File: src/verilog/pmc_pkg.sv
// Shared constants and types of the power mode controller
package pmc_pkg;

	// ==========================================================
	// Operating modes
	typedef enum logic [1:0] {
		PMC_ACTIVE,
		PMC_STANDBY,
		PMC_SLEEP,
		PMC_STARTUP
	} pmc_mode_e;

	// ==========================================================
	// Widths and reset values
	localparam int PORTA_WIDTH = 4;
	localparam logic SLEEP_ARM_RST = 1'h0;
	localparam logic SLEEP_BIT_RST = 1'h0;
	localparam logic VLD_FINISH_RST = 1'h0;
	localparam logic SYNC_RST = 1'h0;

	// ==========================================================
	// Port A reset combination select per bit {sel1, sel2}
	localparam logic [1:0] PA_SEL_NEVER = 2'h0;
	localparam logic [1:0] PA_SEL_HIGH = 2'h1;
	localparam logic [1:0] PA_SEL_LOW = 2'h2;
	localparam logic [1:0] PA_SEL_ANY = 2'h3;

	// ==========================================================
	// Timing
	localparam int CLK_PERIOD_NS = 5;
	// Least high time of the reset pin to leave sleep
	localparam int RST_PIN_MIN_NS = 10000;
	localparam int RST_PIN_CYCLES =
		(RST_PIN_MIN_NS + CLK_PERIOD_NS - 1) / CLK_PERIOD_NS;
	// Oscillator start-up hold, given in system clocks
	localparam int STARTUP_CLOCKS = 32768;

endpackage

File: src/verilog/pmc_hold_counter.sv
// Run-length counter: done rises after COUNT consecutive run cycles
`timescale 1ns/10ps
module pmc_hold_counter #(
	parameter int COUNT = 16
) (
	input wire logic clk_sys,
	input wire logic arst_n,
	input wire logic clk_en,
	input wire logic run,
	output logic done
);

	localparam int W = $clog2(COUNT + 1);
	localparam logic [W-1:0] LAST = W'(COUNT - 1);
	localparam logic [W-1:0] ZERO = W'(0);

	typedef struct packed {
		logic [W-1:0] cnt;
		logic done;
	} pmc_cnt_s;

	pmc_cnt_s q;
	pmc_cnt_s d;

	// ==========================================================
	// Next state
	// Dropping run restarts the count, so a glitchy level never
	// accumulates across gaps.
	always_comb begin
		d = q;
		if (clk_en) begin
			if (!run) begin
				d.cnt = ZERO;
				d.done = 1'h0;
			end else if (!q.done) begin
				d.cnt = q.cnt + W'(1);
				d.done = (q.cnt == LAST);
			end
		end
	end

	always_ff @(posedge clk_sys or negedge arst_n) begin
		if (!arst_n) begin
			q <= '0;
		end else begin
			q <= d;
		end
	end

	assign done = q.done;

endmodule // pmc_hold_counter

File: src/verilog/pmc_power_mode_controller.sv
// Operating-mode controller: active, standby, sleep and start-up hold
`timescale 1ns/10ps
module pmc_power_mode_controller #(
	parameter int STARTUP_CYCLES = pmc_pkg::STARTUP_CLOCKS,
	parameter int PA_W = pmc_pkg::PORTA_WIDTH
) (
	input wire logic clk_sys,
	input wire logic arst_n,
	input wire logic clk_en,
	input wire logic halt_exec,
	input wire logic irq_pending,
	input wire logic sys_reset_req,
	input wire logic wr_system_control_1,
	input wire logic wr_sleep_bit,
	input wire logic wr_system_control_2,
	input wire logic wr_sleep_arm,
	input wire logic reset_pin,
	input wire logic [PA_W-1:0] porta_pin,
	input wire logic [PA_W-1:0] porta_sel1,
	input wire logic [PA_W-1:0] porta_sel2,
	input wire logic porta_reset_in_sleep,
	input wire logic vld_busy,
	output pmc_pkg::pmc_mode_e mode,
	output logic sleep_arm,
	output logic sleep_bit,
	output logic cpu_clk_en,
	output logic periph_clk_en,
	output logic osc_en,
	output logic sys_reset,
	output logic cpu_reset,
	output logic portb_sp_hiz,
	output logic porta_in_en,
	output logic porta_pull_en,
	output logic vld_en
);

	typedef struct packed {
		pmc_pkg::pmc_mode_e mode;
		logic sleep_arm;
		logic sleep_bit;
		logic vld_finish;
		logic rst_pin_m;
		logic rst_pin_s;
		logic [PA_W-1:0] pa_m;
		logic [PA_W-1:0] pa_s;
	} pmc_state_s;

	localparam pmc_state_s RST_STATE = '{
		mode: pmc_pkg::PMC_ACTIVE,
		sleep_arm: pmc_pkg::SLEEP_ARM_RST,
		sleep_bit: pmc_pkg::SLEEP_BIT_RST,
		vld_finish: pmc_pkg::VLD_FINISH_RST,
		rst_pin_m: pmc_pkg::SYNC_RST,
		rst_pin_s: pmc_pkg::SYNC_RST,
		pa_m: '0,
		pa_s: '0
	};

	pmc_state_s q;
	pmc_state_s d;

	logic [PA_W-1:0] pa_term;
	logic pa_match;
	logic pa_wake;
	logic pin_run;
	logic pin_wake;
	logic startup_run;
	logic startup_done;
	logic sleep_write_ok;
	logic in_active;
	logic in_standby;
	logic in_sleep;
	logic in_startup;

	// ==========================================================
	// Port A reset combination
	// Any bit on select "never" blocks the whole match.
	generate
		for (genvar i = 0; i < PA_W; i++) begin : g_pa
			always_comb begin
				case ({porta_sel1[i], porta_sel2[i]})
				pmc_pkg::PA_SEL_NEVER: pa_term[i] = 1'h0;
				pmc_pkg::PA_SEL_HIGH: pa_term[i] = q.pa_s[i];
				pmc_pkg::PA_SEL_LOW: pa_term[i] = ~q.pa_s[i];
				pmc_pkg::PA_SEL_ANY: pa_term[i] = 1'h1;
				default: pa_term[i] = 1'h0;
				endcase
			end
		end
	endgenerate

	assign pa_match = &pa_term;
	// No debouncer here: the oscillator is off in sleep
	assign pa_wake = in_sleep && porta_reset_in_sleep && pa_match;

	// ==========================================================
	// Wake filter on the reset pin and start-up hold
	assign pin_run = in_sleep && q.rst_pin_s;

	pmc_hold_counter #(
		.COUNT(pmc_pkg::RST_PIN_CYCLES)
	) u_pin_filter (
		.clk_sys(clk_sys),
		.arst_n(arst_n),
		.clk_en(clk_en),
		.run(pin_run),
		.done(pin_wake)
	);

	assign startup_run = in_startup;

	pmc_hold_counter #(
		.COUNT(STARTUP_CYCLES)
	) u_startup (
		.clk_sys(clk_sys),
		.arst_n(arst_n),
		.clk_en(clk_en),
		.run(startup_run),
		.done(startup_done)
	);

	// ==========================================================
	// Mode sequencing
	assign in_active = (q.mode == pmc_pkg::PMC_ACTIVE);
	assign in_standby = (q.mode == pmc_pkg::PMC_STANDBY);
	assign in_sleep = (q.mode == pmc_pkg::PMC_SLEEP);
	assign in_startup = (q.mode == pmc_pkg::PMC_STARTUP);
	// Arm must already hold 1; a same-cycle arm write does not count
	assign sleep_write_ok = wr_system_control_1 && wr_sleep_bit &&
		q.sleep_arm;

	always_comb begin
		d = q;
		if (clk_en) begin
			d.rst_pin_m = reset_pin;
			d.rst_pin_s = q.rst_pin_m;
			d.pa_m = porta_pin;
			d.pa_s = q.pa_m;
			// System resets leave the arm bit alone
			if (wr_system_control_2) begin
				d.sleep_arm = wr_sleep_arm;
			end
			case (q.mode)
			pmc_pkg::PMC_ACTIVE: begin
				if (sys_reset_req) begin
					d.mode = pmc_pkg::PMC_STARTUP;
					d.sleep_bit = 1'h0;
				end else if (sleep_write_ok) begin
					d.mode = pmc_pkg::PMC_SLEEP;
					d.sleep_bit = 1'h1;
				end else if (halt_exec) begin
					d.mode = pmc_pkg::PMC_STANDBY;
					d.vld_finish = vld_busy;
				end
			end
			pmc_pkg::PMC_STANDBY: begin
				if (sys_reset_req) begin
					d.mode = pmc_pkg::PMC_STARTUP;
					d.vld_finish = 1'h0;
				end else if (irq_pending) begin
					d.mode = pmc_pkg::PMC_ACTIVE;
					d.vld_finish = 1'h0;
				end else if (!vld_busy) begin
					d.vld_finish = 1'h0;
				end
			end
			pmc_pkg::PMC_SLEEP: begin
				// Only the pin and port A paths can end sleep
				if (pin_wake || pa_wake) begin
					d.mode = pmc_pkg::PMC_STARTUP;
					d.sleep_bit = 1'h0;
				end
			end
			pmc_pkg::PMC_STARTUP: begin
				if (startup_done) begin
					d.mode = pmc_pkg::PMC_ACTIVE;
				end
			end
			default: begin
				d.mode = pmc_pkg::PMC_ACTIVE;
			end
			endcase
		end
	end

	// Of the resets, power-on reset alone clears the arm latch; wake keeps it at 1
	always_ff @(posedge clk_sys or negedge arst_n) begin
		if (!arst_n) begin
			q <= RST_STATE;
		end else begin
			q <= d;
		end
	end

	// ==========================================================
	// Outputs
	assign mode = q.mode;
	assign sleep_arm = q.sleep_arm;
	assign sleep_bit = q.sleep_bit;
	assign cpu_clk_en = in_active;
	assign periph_clk_en = in_active || in_standby;
	assign osc_en = !in_sleep;
	// Standby asserts no reset, so all state is retained
	assign sys_reset = in_sleep || in_startup;
	assign cpu_reset = in_sleep || in_startup;
	assign portb_sp_hiz = in_sleep;
	assign porta_in_en = !in_sleep || porta_reset_in_sleep;
	assign porta_pull_en = !in_sleep || porta_reset_in_sleep;
	assign vld_en = in_active || (in_standby && q.vld_finish);
endmodule // pmc_power_mode_controller

File: config.mk
export PLATFORM = sky130hd
export DESIGN_NAME = pmc_power_mode_controller
export DESIGN_NICKNAME = d
export VERILOG_FILES = /design/src/verilog/pmc_pkg.sv /design/src/verilog/pmc_hold_counter.sv /design/src/verilog/pmc_power_mode_controller.sv
export SDC_FILE = /design/constraint.sdc
export NUM_CORES = 1
export LEC_CHECK = 0
export BUFFER_PORTS_ARGS = -buffer_cell sky130_fd_sc_hd__buf_4
export CAP_MARGIN = 30
export CORE_ASPECT_RATIO = 1.4
export CORE_MARGIN = 2
export CORE_UTILIZATION = 38
export DETAILED_ROUTE_END_ITERATION = 12
export SETUP_SLACK_MARGIN = 0.5
export SLEW_MARGIN = 20
export SYNTH_ARGS = -nofsm -noshare
export SYNTH_HDL_FRONTEND = slang
export SYNTH_SLANG_ARGS = --single-unit
File: constraint.sdc
create_clock -name clk_sys -period 2.4 [get_ports clk_sys]
set_input_delay 0.48 -clock clk_sys [delete_from_list [all_inputs] [get_ports clk_sys]]
set_output_delay 0.48 -clock clk_sys [all_outputs]
set_load 0.1 [all_outputs]
# After elaboration in Yosys (flattened, before gate mapping)

Index checks and enable logic that the tools add are counted.

Flip-flop bits (word level): 44
Input bits: 25
Logic and storage cells: 99
Bits in latches: 0
Output and inout bits: 13
Memory bits (writable): 0
Memories: 0
Bits in read-only memories: 0

Divide/modulo/power cells: 0
Shifts and indexed selects: 0
Bitwise gates (word level): 4
$lt $le $gt $ge: 0
Multipliers: 0
Muxes and demuxes: 27
Equality and inequality tests: 28
$add $sub $neg: 2
Reduce and logical (&&, ||, !) cells: 26

Operators by type and width:

| kind                                                                     | count |
|---|---|
| 17-bit 2-to-1 mux                                                        | 2 |
| 12-bit 2-to-1 mux                                                        | 2 |
| 2-bit equality test (second input constant)                              | 10 |
| 16-bit by 1-bit adder with 16-bit output (second input constant)         | 1 |
| 16-bit by 15-bit equality test with 1-bit output (second input constant) | 1 |
| 1-bit case mux with 4 select lines                                       | 4 |
| 2-bit 2-to-1 mux                                                         | 7 |
| 11-bit by 1-bit adder with 11-bit output (second input constant)         | 1 |
| 11-bit equality test (second input constant)                             | 1 |
| 2-bit by 1-bit equality test with 1-bit output (second input constant)   | 5 |
| 2-bit logical NOT                                                        | 5 |
| 2-bit inequality test (second input constant)                            | 5 |
| 1-bit 2-to-1 mux                                                         | 9 |
| 4-bit inequality test (second input constant)                            | 2 |
| 2-bit case mux with 4 select lines                                       | 1 |
| 4-bit AND reduction                                                      | 2 |
| 1-bit logical AND                                                        | 6 |
| 3-bit inequality test (second input constant)                            | 2 |
| 2-bit AND reduction                                                      | 3 |
| 6-bit AND reduction                                                      | 1 |
| 1-bit logical OR                                                         | 5 |
| 5-bit AND reduction                                                      | 1 |
| 2-bit by 1-bit inequality test with 1-bit output (second input constant) | 2 |
| 1-bit NOT                                                                | 4 |
| 3 further kinds                                                          | 5 |

# Logic depth before layout (Yosys ltp)

Gate-level depths: netlist of run 1.

Depth in word-level cells: 7
Depth in mapped cells: 6
Depth with buffers taken out: 5

# By module

A second synthesis of run 1 with hierarchy kept.

Cells, all modules: 267
Area total of the unflattened synthesis: 2577.5 um2

Modules (own cells, without submodules):

| module                           | instances | cells an instance | area each (um2) |
|---|---|---|---|
| pmc_hold_counter at u_startup    | 1         | 112               | 1012.2 |
| pmc_power_mode_controller        | 1         | 81                | 857.1 |
| pmc_hold_counter at u_pin_filter | 1         | 74                | 708.2 |

# Least setup slack after synthesis of run 1

No wires, ideal clock.

Path type: reg2out
Start point: reg q (netlist bit mode[0])
End point: out porta_pull_en
Buffers on the path: 2
Cell stages (with the launch flop): 5
Data required time: 1920 ps
Slack: -974 ps
Data arrival time: 2894 ps
Cell sequence: dfrtp_1 > nor2b_1 > clkbuf_1 > nand2b_1 > buf_4

Cells in the longest elaborated chain, start to end: 3

RTL lines:

| what                     | RTL line                         | source |
|---|---|---|
| start: declaration       | pmc_power_mode_controller.sv:59  | `pmc_state_s q;` |
| start signal: assignment | pmc_power_mode_controller.sv:189 | `q <= RST_STATE;` |
| start signal: assignment | pmc_power_mode_controller.sv:191 | `q <= d;` |
| 2-bit equality test      | pmc_power_mode_controller.sv:126 | `assign in_sleep = (q.mode == pmc_pkg::PMC_SLEEP);` |
| named net portb_sp_hiz   | pmc_power_mode_controller.sv:31  | `output logic portb_sp_hiz,` |
| 1-bit logical NOT        | -                                |  |
| 1-bit logical OR         | -                                |  |
| end: declaration         | pmc_power_mode_controller.sv:33  | `output logic porta_pull_en,` |

The timed path passes the listed nets, and every way through them passes these cells.

# Final worst setup path of run 1

Start point: reg u_startup.q[2] (netlist bit)
End point: reg u_startup.q[15] (netlist bit)

Cells in the longest elaborated chain, start to end: 3

RTL lines:

| what                                     | RTL line               | source |
|---|---|---|
| start: declaration                       | pmc_hold_counter.sv:22 | `pmc_cnt_s q;` |
| start signal: assignment                 | pmc_hold_counter.sv:44 | `q <= '0;` |
| start signal: assignment                 | pmc_hold_counter.sv:46 | `q <= d;` |
| 16-bit by 1-bit adder with 16-bit output | pmc_hold_counter.sv:36 | `d.cnt = q.cnt + W'(1);` |
| 17-bit 2-to-1 mux                        | pmc_hold_counter.sv:35 | `end else if (!q.done) begin` |
| 17-bit 2-to-1 mux                        | pmc_hold_counter.sv:32 | `if (!run) begin` |

Every way passes these cells. The select of a mux whose other input is x is not followed.
A chain may end at the register's enable or synchronous reset.

==> impl_table.tex, run 1 <==
\begin{tabular}{lr}
\hline
Metric & Value \\
\hline
\multicolumn{2}{l}{\textbf{Clocking}} \\
TritonCTS clock tree & yes \\
Number of hold buffers added after CTS & 0 \\
H-tree level count & 2 \\
Num CTS Buffers & 5 \\
Clock Latency Late Sink & about 300 ps \\
Clock root cell & clkbuf\_8 \\
Clock transition at path regs & $\sim$100 ps \\
Clock sink total & between 40 and 50 \\
Maximum count of clock buffers along a single path & 2 \\
\multicolumn{2}{l}{\textbf{Logic synthesis}} \\
Syn nets & between 200 and 300 \\
Yosys synthesis warning count & 0 \\
Summed instance area of the synthesized netlist & around 2300 um2 \\
Synthesized area per cell & approximately 9.8 um2 \\
EDFF count, synth & 0 \\
Number of standard cells after synthesis & between 200 and 250 \\
Post-synthesis async set-or-reset flop share & 1.00 \\
Number of flip-flops and latches in the synthesized netlist & between 40 and 50 \\
Part of the Yosys area used for sequential elements & 0.476 \\
Number of different library cells in the post-synthesis netlist & 44 \\
Most common flop cell mapped by yosys & dfrtp\_1 \\
\multicolumn{2}{l}{\textbf{Routing}} \\
Detailed-route via count & $\sim$1.9k \\
Post-DRT Antenna Nets & 0 \\
Count of unresolved DRC violations after routing & 0 \\
Post-DR wirelength/cell & 13.9 um \\
Number of violations reported at the end of detailed-routing iteration 0 & 36 \\
DR pass1 iterations & 3 \\
Ratio of routed vias to standard cells & approximately 5.3 \\
Wire length after detailed routing & around 4800 um \\
\multicolumn{2}{l}{\textbf{Floorplanning}} \\
Total Die Area & just under 7000 um2 \\
Effective utilization at floorplan & 0.394 \\
Die Ht & between 90 and 100 um \\
Io pins & 38 \\
Number of rows in the core area & 33 \\
Chip Width & around 70 um \\
Core area & approximately 5900 um2 \\
\multicolumn{2}{l}{\textbf{STA}} \\
Maximum clock skew at final layout & around 13 ps \\
Worst Hold Margin & 157 ps \\
Setup TNS & 0 ps \\
Final setup viols & 0 \\
Final period demand of the worst path & around 1800 ps \\
Worst rel slew slack & 0.635 \\
Actual slew at the worst max-slew pin & approximately 550 ps \\
Setup repair after global routing missed its margin & false \\
Hold violation total from the final report & 0 \\
Tcrit/Tclk final & 0.768 \\
Maximum clock frequency & about 540 MHz \\
Final-report max-slew violation count & 0 \\
\multicolumn{2}{l}{\textbf{Power and ir drop}} \\
Max VDD drop & between 0.4 and 0.5 mV \\
Static power due to leakage & 1.27 nW \\
Power Density & a little over 600 nW/um2 \\
\multicolumn{2}{l}{\textbf{Final layout}} \\
FF/Latch Area & roughly 1100 um2 \\
Final-stage net count & just over 300 \\
Design area & between 2000 and 3000 um2 \\
FILL cells & between 500 and 600 \\
Final cell count without fillers & roughly 350 \\
Area overhead of the layout relative to synthesis & 23.3\% \\
Multi-input gate area & 1140 um2 \\
Core utilization of the finished layout & 0.486 \\
Share of final-layout standard cells stronger than drive strength 1 & 0.292 \\
Count of inserted antenna diode cells & 0 \\
\multicolumn{2}{l}{\textbf{Global route}} \\
Global Route Usage Sum & 0.152 \\
First-pass GRT wire length & 8270 um \\
Maximum number of pins on one net before global-route repair & 45 \\
Number of antenna violations at the first check in global routing & 0 \\
Number of global-route vias before repair & between 1.5k and 2k \\
Grt ovf & 0 \\
\multicolumn{2}{l}{\textbf{Place}} \\
Quantity of I/O buffers inserted on ports & 37 \\
Routability cong. & around 0.81 \\
Placed Cells incl. Taps & around 340 \\
HPWL after detailed placement & 3510 um \\
DP Area & 2670 um2 \\
\multicolumn{2}{l}{\textbf{Critical path}} \\
Critical Path AT & 2070 ps \\
Register-to-register path setup slack & about 560 ps \\
Maximum fanout count along the critical path & 4 \\
Critical Path Sink Type & register \\
Peak per-stage delay on the critical path & between 500 and 600 ps \\
Reg-to-Reg End & u\_startup.q[15] \\
Sort of element at the start of the critical path & register \\
Reg-to-reg critical path startpoint & u\_startup.q[2] \\
Cells along the critical path & ha\_2 -> nand2\_2 -> or4\_4 -> or4\_1 -> o21ai\_0 \\
Endpoint required time on the critical path & about 2600 ps \\
Type of the setup path with the least slack & reg -> reg \\
R2R cell count & 5 \\
Slowest cell on the critical path & or4\_4 \\
\multicolumn{2}{l}{\textbf{Run status}} \\
Result of the run & finished, final reports clean \\
\multicolumn{2}{l}{\textbf{Flow run}} \\
Max-capacitance violation count & 0 \\
\multicolumn{2}{l}{\textbf{Min path}} \\
Type of the most critical hold path & in -> async \\
\hline
\end{tabular}
-- critical path, delay by kind of cell, from the launching register on --
| family | cells | cell delay (ps) |
|---|---|---|
| and+or+nand+nor | 3 | 1080 |
| AOI/OAI and AO/OA | 1 | 80 |
| adders and majority gates | 1 | 210 |
| DFF | 1 | 410 |
-- layer usage --
| metal | global-route usage | share of wire | up-vias |
|---|---|---|---|
| met5 | 0 | 0 | - |
| met4 | 0.0385 | 0.0060 | 0 |
| met3 | 0.0325 | 0.031 | 2 |
| met2 | 0.286 | 0.54 | 25 |
| met1 | 0.175 | 0.42 | 904 |
| li1 | - | - | 920 |
-- worst max-delay path by stage --
| stage | startpoint | endpoint | slack, ps | cells after the start |
|---|---|---|---|---|
| floorplan | mode[1] | q[10] | 450 | 5 |
| global placement | clk_en | u_startup.q[15] | 560 | 5 |
| detailed placement | u_startup.q[1] | u_startup.q[15] | 510 | 5 |
| CTS | mode[1] | porta_in_en | 470 | 4 |
| global route | u_startup.q[2] | u_startup.q[15] | 490 | 5 |
| finish | u_startup.q[2] | u_startup.q[15] | 560 | 5 |
-- flip-flops by register name (all words and copies together) (netlist names) --
signal             flops
u_startup.q           16
q                     11
u_pin_filter.q        11
mode                   2
sleep_arm              1
sleep_bit              1
u_pin_filter.done      1
u_startup.done         1
-- cells in the mapped netlist (all sizes together) (8+ instances only) --
| cell | instances | area, um2 |
|---|---|---|
| clkbuf | 8 | 30.0 |
| dfrtp | 44 | 1100 |
| inv | 8 | 30.0 |
| mux2 | 11 | 124 |
| nand2 | 23 | 86.3 |
| nand4 | 10 | 68.8 |
| nor2 | 28 | 105 |
| nor4 | 8 | 50.1 |
| o21ai | 8 | 40.0 |
| xnor2 | 11 | 96.3 |
-- cell families (layout without fill, tap and decap cells) --
logic type               count (synthesis)  after routing  share of synthesized area
buffers and inverters                   23             63                     0.0476
AND/OR/NAND/NOR                        102            102                      0.229
multiplexers                            18             18                     0.0839
flip-flops                              44             44                      0.476
XOR/XNOR                                16             16                     0.0606
adder cells (fa/ha/maj)                  2              2                     0.0108
AO/OA/AOI/OAI                           32             32                     0.0915
-- area by class of cell --
class / count / share of cell area
clock buffer: 6 / 0.0290
clock inverter: 2 / 0.0136
inverter: 8 / 0.0118
multi-input combinational: 170 / 0.398
sequential: 44 / 0.387
tap: 70 / 0.0307
timing repair buffer: 47 / 0.129
-- placed cells by master (no fill, tap or decap), types with 2 or more instances in the layout --
master and instances:
and4_1 2, mux2_2 11, nor3_1 6, dfrtp_2 3
and3_1 2, xor2_1 5, nand3_1 7, nor2b_1 2
nor2_1 27, dfrtp_1 41, buf_4 44, nand2_1 22
a31oi_1 4, inv_1 7, xnor2_1 11, a22o_1 2
a21oi_1 5, clkbuf_8 6, nand4_1 9, and4b_1 2
buf_6 2, o2bb2ai_1 3, mux2i_1 7, o21ai_0 8
nor4_1 8, nand2b_1 3, a31o_2 2
-- timing repair --
action,in CTS,in global routing
pin swaps,0,1
setup endpoints to repair,4,9
setup buffers,1,3
gates resized for setup,1,9
-- through the flow --
| step | setup slack [ps] | power, mW |
|---|---|---|
| 3_5_place_dp | 514 | 1.15 |
| 3_3_place_gp | 561 | 1.15 |
| 2_1_floorplan | 448 | 1.05 |
| 5_1_grt | 494 | 1.82 |
| 6_report | 558 | 1.74 |
| 4_1_cts | 470 | 1.76 |
-- report_power, final --
part | internal, mW | total [mW] | switching, mW
Clock | 0.341 | 0.603 | 0.262
Combinational | 0.110 | 0.307 | 0.197
Sequential | 0.788 | 0.828 | 0.0401
Total | 1.24 | 1.74 | 0.500
No activity file was read; power rests on OpenSTA's default activity.
==> inputs of run 2 (changes only) <==
Settings changed: ABC_AREA from default to 1.
Clock period 2.4 ns to 1.7 ns, I/O delays scaled along.
==> impl_table.tex, run 2 <==
\begin{tabular}{lr}
\hline
Metric & Value \\
\hline
\multicolumn{2}{l}{\textbf{Run status}} \\
Result of the run & finished, final reports clean \\
\multicolumn{2}{l}{\textbf{Logic synthesis}} \\
Yosys synthesis warning count & 0 (unchanged) \\
EDFF count, synth & 0 (unchanged) \\
Number of flip-flops and latches in the synthesized netlist & 44 (unchanged) \\
Share of the synthesized area in the top cell type & 0.457 (-0.0195) \\
Syn nets & 355 (+34\%) \\
Leading cell types by count after synthesis & nand2\_1 (91), nor2\_1 (45), dfrtp\_1 (44), inv\_1 (44), nand3\_1 (17) \\
Number of different library cells in the post-synthesis netlist & 30 (-32\%) \\
Number of standard cells after synthesis & 328 (+38\%) \\
Library cell with the largest summed area after synthesis & dfrtp\_1 \\
Most common flop cell mapped by yosys & dfrtp\_1 \\
Summed instance area of the synthesized netlist & 2410 um2 (+4.3\%) \\
Cell types with the largest area share after synthesis & dfrtp\_1 (46\%), nand2\_1 (14\%), nor2\_1 (7.0\%) \\
Synthesized area per cell & 7.35 um2 (-25\%) \\
Part of the Yosys area used for sequential elements & 0.457 (-0.0195) \\
Post-synthesis async set-or-reset flop share & 1.00 (unchanged) \\
Count leader, synth & nand2\_1 \\
\multicolumn{2}{l}{\textbf{Floorplanning}} \\
Io pins & 38 (unchanged) \\
Total Die Area & 7010 um2 (+4.1\%) \\
Core area & 6170 um2 (+5.2\%) \\
Die Ht & 98.3 um (+2.0\%) \\
Effective utilization at floorplan & 0.391 (-0.00349) \\
Chip Width & 71.3 um (+2.0\%) \\
Number of rows in the core area & 34 (+3.0\%) \\
\multicolumn{2}{l}{\textbf{Final layout}} \\
Multi-input gate area & 1290 um2 (+14\%) \\
FILL cells & 552 (-5.2\%) \\
Biggest regs & u\_startup.q (16), q (11), u\_pin\_filter.q (11) \\
Register name with the most flops & u\_startup.q \\
Number of flip-flops in the largest register & 16 (unchanged) \\
FF/Latch Area & 1110 um2 (+0.11\%) \\
Most used cells in the layout excluding fill and tap cells & nand2\_1 (87), buf\_4 (45), dfrtp\_1 (40), inv\_1 (38), nor2\_1 (34) \\
Count of inserted antenna diode cells & 0 (unchanged) \\
Area overhead of the layout relative to synthesis & 45.5\% \\
Core utilization of the finished layout & 0.569 (+0.0824) \\
Final cell count without fillers & 465 (+34\%) \\
Share of final-layout standard cells stronger than drive strength 1 & 0.336 (+0.0435) \\
Leading cell type in the layout, fill and taps excluded & nand2\_1 \\
Final-stage net count & 419 (+38\%) \\
\multicolumn{2}{l}{\textbf{Critical path}} \\
Sort of element at the start of the critical path & register \\
Maximum fanout count along the critical path & 5 (+1) \\
Type of the setup path with the least slack & reg -> out \\
Endpoint required time on the critical path & 1360 ps (-1270 ps) \\
Critical Path Sink Type & output pin \\
Critical Path AT & 1310 ps (-760 ps) \\
\multicolumn{2}{l}{\textbf{STA}} \\
Setup slack of the critical path after layout & 49.8 ps (-508 ps) \\
Actual slew at the worst max-slew pin & 576 ps (+28.8 ps) \\
Maximum clock skew at final layout & 6.08 ps (-7.18 ps) \\
Final-report max-slew violation count & 0 (unchanged) \\
Final period demand of the worst path & 1650 ps \\
Setup repair after global routing missed its margin & true \\
Worst Hold Margin & 42.5 ps (-115 ps) \\
Worst rel slew slack & 0.616 (-0.0192) \\
Hold violation total from the final report & 0 (unchanged) \\
Maximum clock frequency & between 600 and 700 MHz \\
Tcrit/Tclk final & 0.971 \\
Final setup viols & 0 (unchanged) \\
\multicolumn{2}{l}{\textbf{Clocking}} \\
H-tree level count & 2 (unchanged) \\
TritonCTS clock tree & yes \\
Clock transition at path regs & 80 ps (-20 ps) \\
Maximum count of clock buffers along a single path & 2 (unchanged) \\
Clock Latency Late Sink & 290 ps (about the same) \\
Clock root cell & clkbuf\_8 \\
Clock sink total & 44 (unchanged) \\
Num CTS Buffers & 5 (unchanged) \\
\multicolumn{2}{l}{\textbf{Global route}} \\
Maximum number of pins on one net before global-route repair & 45 (unchanged) \\
GR peak layer & met2 \\
Grt ovf & 0 (unchanged) \\
Number of antenna violations at the first check in global routing & 0 (unchanged) \\
Global routing met3 resource utilization & 0.0310 (-0.00150) \\
Number of global-route vias before repair & 2,270 (+22\%) \\
Met1 track demand over resource in global routing & 0.204 (+0.0291) \\
Global routing met2 resource utilization & 0.313 (+0.0277) \\
First-pass GRT wire length & 9850 um (+19\%) \\
Global Route Usage Sum & 0.173 (+0.0208) \\
\multicolumn{2}{l}{\textbf{Power and ir drop}} \\
Power Density & 1380 nW/um2 (+130\%) \\
Max VDD drop & 0.852 mV (+100\%) \\
Static power due to leakage & 1.69 nW (+33\%) \\
\multicolumn{2}{l}{\textbf{Place}} \\
Routability cong. & 0.875 (+8.5\%) \\
Worst setup slack before clock tree synthesis & 99.8 ps (-414 ps) \\
Placed Cells incl. Taps & 431 (+29\%) \\
HPWL after detailed placement & 3870 um (+10\%) \\
Quantity of I/O buffers inserted on ports & 37 (unchanged) \\
\multicolumn{2}{l}{\textbf{Routing}} \\
Post-DRT Antenna Nets & 0 (unchanged) \\
Detailed-route via count & 2,269 (+23\%) \\
Ratio of routed vias to standard cells & 4.88 (-8.5\%) \\
Wire length after detailed routing & 5790 um (+20\%) \\
Post-DR wirelength/cell & 12.4 um (-11\%) \\
DR pass1 iterations & 4 (+1) \\
Count of unresolved DRC violations after routing & 0 (unchanged) \\
Number of violations reported at the end of detailed-routing iteration 0 & 110 (+210\%) \\
\multicolumn{2}{l}{\textbf{Flow run}} \\
Max-capacitance violation count & 0 (unchanged) \\
\multicolumn{2}{l}{\textbf{Min path}} \\
Type of the most critical hold path & in -> async \\
\hline
\end{tabular}
run 2: changes by cell type in the layout (fill, tap and decap cells not counted), sizes merged, moves of 4 or more:
cell	previous run	this run
o21ai	8	16
nor2	28	46
buf	47	69
nand2b	4	0
mux2i	7	0
nor4	8	0
mux2	11	0
xnor2	11	2
xor2	5	0
a21oi	7	17
nand2	23	99
nand3	7	18
inv	7	46
run 2: final timing paths:
check                                     from           endpoint  slack [ps]  cells past startpoint
setup / recovery                       mode[1]        porta_in_en          50                      5
hold / removal                          arst_n               q[3]          40                      1
setup reg to reg                       mode[1]  u_pin_filter.q[3]          60                     12
hold reg to reg                           q[5]               q[5]         480                      2
max in group asynchronous               arst_n            mode[1]        1230                      1
min in group clk_sys       wr_system_control_2          sleep_arm         230                      2
run 2: kinds of logic after synthesis:
logic type,share of synthesized area
flip-flops,0.457
buffers and inverters,0.102
adder cells (fa/ha/maj),0.0104
XOR/XNOR,0.00727
AND/OR/NAND/NOR,0.320
AO/OA/AOI/OAI,0.104
run 2: layout make-up:
type	instances	share of cell area
Multi-Input combinational cell	226	0.368
Sequential cell	44	0.315
Timing Repair Buffer	69	0.206
Inverter	46	0.0563
Clock buffer	8	0.0285
Tap cell	72	0.0257
run 2: power by group:
part	internal (mW)	switching, mW
Combinational	1.11	1.74
Clock	0.371	0.341
Sequential	1.15	0.127
Total	2.63	2.21
run 2: worst max-delay path, stage by stage (launching register included):
cell	delay, ps
dfrtp_2	490
inv_12	40
nor2_4	120
buf_6	140
nand2_8	60
buf_12	170
run 2: what timing repair did:
| action | CTS | global route |
|---|---|---|
| pin swaps | 9 | 8 |
| hold buffers | 0 | 0 |
| endpoints found under the setup margin | 46 | 46 |
| hold endpoints to repair | 0 | 0 |
| setup buffers | 20 | 6 |
| resized for setup | 64 | 34 |
run 2: routing by layer:
layer | share of wire | vias up
li1 | - | 1164
met1 | 0.41 | 1061
met2 | 0.56 | 38
met3 | 0.028 | 6
met4 | 0.010 | 0
met5 | 0 | -
run 2: stage by stage:
step | instance area, um2 | power (mW) | setup TNS (ps)
floorplan | 2510 | 2.93 | -4170
global placement | 2830 | 3.25 | 0
detailed placement | 2830 | 3.26 | 0
CTS | 3330 | 4.67 | 0
global route | 3510 | 5.08 | -10.9
finish | 3510 | 4.84 | 0
==> inputs of run 3 (changes only) <==
Settings changed: SYNTH_HIERARCHICAL from default to 1.
==> impl_table.tex, run 3 <==
\begin{tabular}{lr}
\hline
Metric & Value \\
\hline
\multicolumn{2}{l}{\textbf{Run status}} \\
Result of the run & finished, final reports clean \\
\multicolumn{2}{l}{\textbf{Global route}} \\
Grt ovf & 0 (unchanged) \\
First-pass GRT wire length & 10,400 um (+5.3\%) \\
Number of global-route vias before repair & 2,449 (+7.9\%) \\
Maximum number of pins on one net before global-route repair & 45 (unchanged) \\
Global Route Usage Sum & 0.172 (-0.000279) \\
Number of antenna violations at the first check in global routing & 0 (unchanged) \\
\multicolumn{2}{l}{\textbf{Logic synthesis}} \\
Summed instance area of the synthesized netlist & 2640 um2 (+9.4\%) \\
Syn nets & 390 (+9.9\%) \\
Number of standard cells after synthesis & 363 (+11\%) \\
Share of the synthesized area in the top cell type & 0.417 (-0.0392) \\
Post-synthesis async set-or-reset flop share & 1.00 (unchanged) \\
Part of the Yosys area used for sequential elements & 0.417 (-0.0392) \\
Number of different library cells in the post-synthesis netlist & 32 (+6.7\%) \\
Synthesized area per cell & 7.27 um2 (-1.2\%) \\
Cell types with the largest area share after synthesis & dfrtp\_1 (42\%), nand2\_1 (14\%), inv\_1 (7.8\%) \\
Most common flop cell mapped by yosys & dfrtp\_1 \\
Number of flip-flops and latches in the synthesized netlist & 44 (unchanged) \\
Leading cell types by count after synthesis & nand2\_1 (98), inv\_1 (55), nor2\_1 (45), dfrtp\_1 (44), nand3\_1 (18) \\
Library cell with the largest summed area after synthesis & dfrtp\_1 \\
Count leader, synth & nand2\_1 \\
Yosys synthesis warning count & 6 (+6) \\
EDFF count, synth & 0 (unchanged) \\
\multicolumn{2}{l}{\textbf{Place}} \\
DP Area & 3050 um2 (+7.9\%) \\
HPWL after detailed placement & 4380 um (+13\%) \\
Worst setup slack before clock tree synthesis & 96.5 ps (-3.30 ps) \\
Routability cong. & 0.840 (-3.9\%) \\
Quantity of I/O buffers inserted on ports & 37 (unchanged) \\
\multicolumn{2}{l}{\textbf{Final layout}} \\
Count of inserted antenna diode cells & 0 (unchanged) \\
FF/Latch Area & 1110 um2 (+0.11\%) \\
Final-stage net count & 461 (+10\%) \\
Share of final-layout standard cells stronger than drive strength 1 & 0.349 (+0.0135) \\
Leading cell type in the layout, fill and taps excluded & nand2\_1 \\
Multi-input gate area & 1420 um2 (+10\%) \\
Biggest regs & u\_startup/q (16), q (11), u\_pin\_filter/q (11) \\
Core utilization of the finished layout & 0.560 (-0.00880) \\
Register name with the most flops & u\_startup/q \\
Design area & 3730 um2 (+6.2\%) \\
Most used cells in the layout excluding fill and tap cells & nand2\_1 (89), inv\_1 (51), buf\_4 (49), dfrtp\_1 (39), nor2\_1 (38) \\
Area overhead of the layout relative to synthesis & 41.3\% \\
Number of flip-flops in the largest register & 16 (unchanged) \\
FILL cells & 611 (+11\%) \\
\multicolumn{2}{l}{\textbf{Clocking}} \\
Num CTS Buffers & 5 (unchanged) \\
Clock transition at path regs & 90 ps (about the same) \\
H-tree level count & 2 (unchanged) \\
Maximum count of clock buffers along a single path & 2 (unchanged) \\
Clock sink total & 44 (unchanged) \\
TritonCTS clock tree & yes \\
Clock root cell & clkbuf\_8 \\
Clock Latency Late Sink & 300 ps (about the same) \\
Number of hold buffers added after CTS & 0 (unchanged) \\
\multicolumn{2}{l}{\textbf{Routing}} \\
Wire length after detailed routing & 6390 um (+10\%) \\
DR pass1 iterations & 4 (unchanged) \\
Ratio of routed vias to standard cells & 4.81 (-1.4\%) \\
Detailed-route via count & 2,535 (+12\%) \\
Post-DRT Antenna Nets & 0 (unchanged) \\
Count of unresolved DRC violations after routing & 0 (unchanged) \\
Number of violations reported at the end of detailed-routing iteration 0 & 59 (-46\%) \\
Post-DR wirelength/cell & 12.1 um (-2.5\%) \\
\multicolumn{2}{l}{\textbf{Floorplanning}} \\
Core area & 6660 um2 (+7.9\%) \\
Chip Width & 74.4 um (+4.3\%) \\
Die Ht & 103 um (+4.4\%) \\
Effective utilization at floorplan & 0.396 (+0.00537) \\
Total Die Area & 7630 um2 (+8.9\%) \\
Io pins & 38 (unchanged) \\
Number of rows in the core area & 35 (+2.9\%) \\
\multicolumn{2}{l}{\textbf{STA}} \\
Final-report max-slew violation count & 0 (unchanged) \\
Final period demand of the worst path & 1640 ps (-12.9 ps) \\
Tcrit/Tclk final & 0.963 (-0.00761) \\
Maximum clock frequency & 611 MHz (+0.79\%) \\
Setup TNS & 0 ps (unchanged) \\
Maximum clock skew at final layout & 8.62 ps (+2.54 ps) \\
Final setup viols & 0 (unchanged) \\
Actual slew at the worst max-slew pin & 556 ps (-20.0 ps) \\
Setup slack of the critical path after layout & 62.8 ps (+12.9 ps) \\
Setup repair after global routing missed its margin & true \\
Worst rel slew slack & 0.629 (+0.0133) \\
Hold violation total from the final report & 0 (unchanged) \\
\multicolumn{2}{l}{\textbf{Critical path}} \\
Critical Path Sink Type & output pin \\
Peak per-stage delay on the critical path & 490 ps (about the same) \\
Type of the setup path with the least slack & reg -> out \\
Critical Path AT & 1300 ps (about the same) \\
Maximum fanout count along the critical path & 6 (+1) \\
Slowest cell on the critical path & dfrtp\_2 \\
Sort of element at the start of the critical path & register \\
Cells along the critical path & buf\_8 -> nor2\_4 -> buf\_12 \\
Endpoint required time on the critical path & 1360 ps (about the same) \\
\multicolumn{2}{l}{\textbf{Power and ir drop}} \\
Final Power & 4.97 mW (+2.8\%) \\
Static power due to leakage & 1.78 nW (+5.2\%) \\
Power Density & 1330 nW/um2 (-3.3\%) \\
Proportion of power drawn by combinational gates & 0.609 (+0.020) \\
Switch share & 0.465 (+0.00892) \\
Sw Pwr & 2.31 mW (+4.8\%) \\
Max VDD drop & 1.02 mV (+20\%) \\
Clock network power share & 0.137 (-0.010) \\
Cell internal pwr & 2.66 mW (+1.1\%) \\
Sequential share of power & 0.255 (-0.009) \\
\multicolumn{2}{l}{\textbf{Min path}} \\
Type of the most critical hold path & in -> async \\
\multicolumn{2}{l}{\textbf{Flow run}} \\
Max-capacitance violation count & 0 (unchanged) \\
\hline
\end{tabular}
==> run 3: final cells by class <==
cell class,instances,area share
clock buffers,5,0.0185
clock inverters,3,0.00638
inverters,60,0.0658
multi-input cells,251,0.382
flip-flops and latches,44,0.297
well taps,92,0.0309
repair buffers,72,0.200
==> run 3: metrics by stage <==
step	hold WS, ps	std cells
final	26.9	527
after global routing	68.2	527
after CTS	45.6	512
after detailed placement	381	486
after global placement	379	486
after floorplan	44.4	363
==> run 3: path summary, 6_finish.rpt <==
kind	from	end	slack, ps	cells after the start
min in group clk_sys	wr_system_control_2	sleep_arm	230	2
max	mode[1]	cpu_clk_en	60	3
max in group asynchronous	arst_n	mode[0]	1260	1
max reg2reg	mode[1]	u_pin_filter/q[6]	150	10
min reg2reg	q[6]	q[2]	490	2
min	arst_n	u_pin_filter/q[4]	30	1
==> run 3: timing repair <==
| action | in CTS | in global routing |
|---|---|---|
| resized for setup | 65 | 22 |
| setup endpoints to repair | 46 | 46 |
| buffers inserted | 17 | 15 |
| pin swaps | 18 | 9 |
| cloned | 1 | 0 |
==> run 3: power by group through the flow <==
stage               Sequential (mW)  Clock, mW  Combinational, mW
detailed placement             1.27          0               2.02
CTS                            1.26      0.715               2.76
global placement               1.26          0               2.01
global route                   1.28      0.746               3.17
floorplan                      1.32          0               1.63
finish                         1.26      0.679               3.03
==> run 3: layer usage <==
layer / part of all wire / track usage / wire length (um)
met4: 0.0089 / 0.0467 / 57
met3: 0.032 / 0.0264 / 202
met1: 0.42 / 0.198 / 2700
met5: 0 / 0 / 0
met2: 0.54 / 0.325 / 3440
==> run 3: worst max-delay path: cells and delay by family, from the launching register on <==
| kind | cells | cell delay (ps) |
|---|---|---|
| AND/OR/NAND/NOR | 1 | 150 |
| flip-flops | 1 | 490 |
| buffers and inverters | 2 | 360 |
==> run 3: cell families after synthesis <==
kind of cell | after synthesis | synth area share
buffers and inverters | 69 | 0.108
XOR/XNOR | 2 | 0.00664
multiplexers | 4 | 0.0171
adder cells (fa/ha/maj) | 2 | 0.00949
AO/OA/AOI/OAI | 46 | 0.105
flip-flops | 44 | 0.417
AND/OR/NAND/NOR | 196 | 0.336
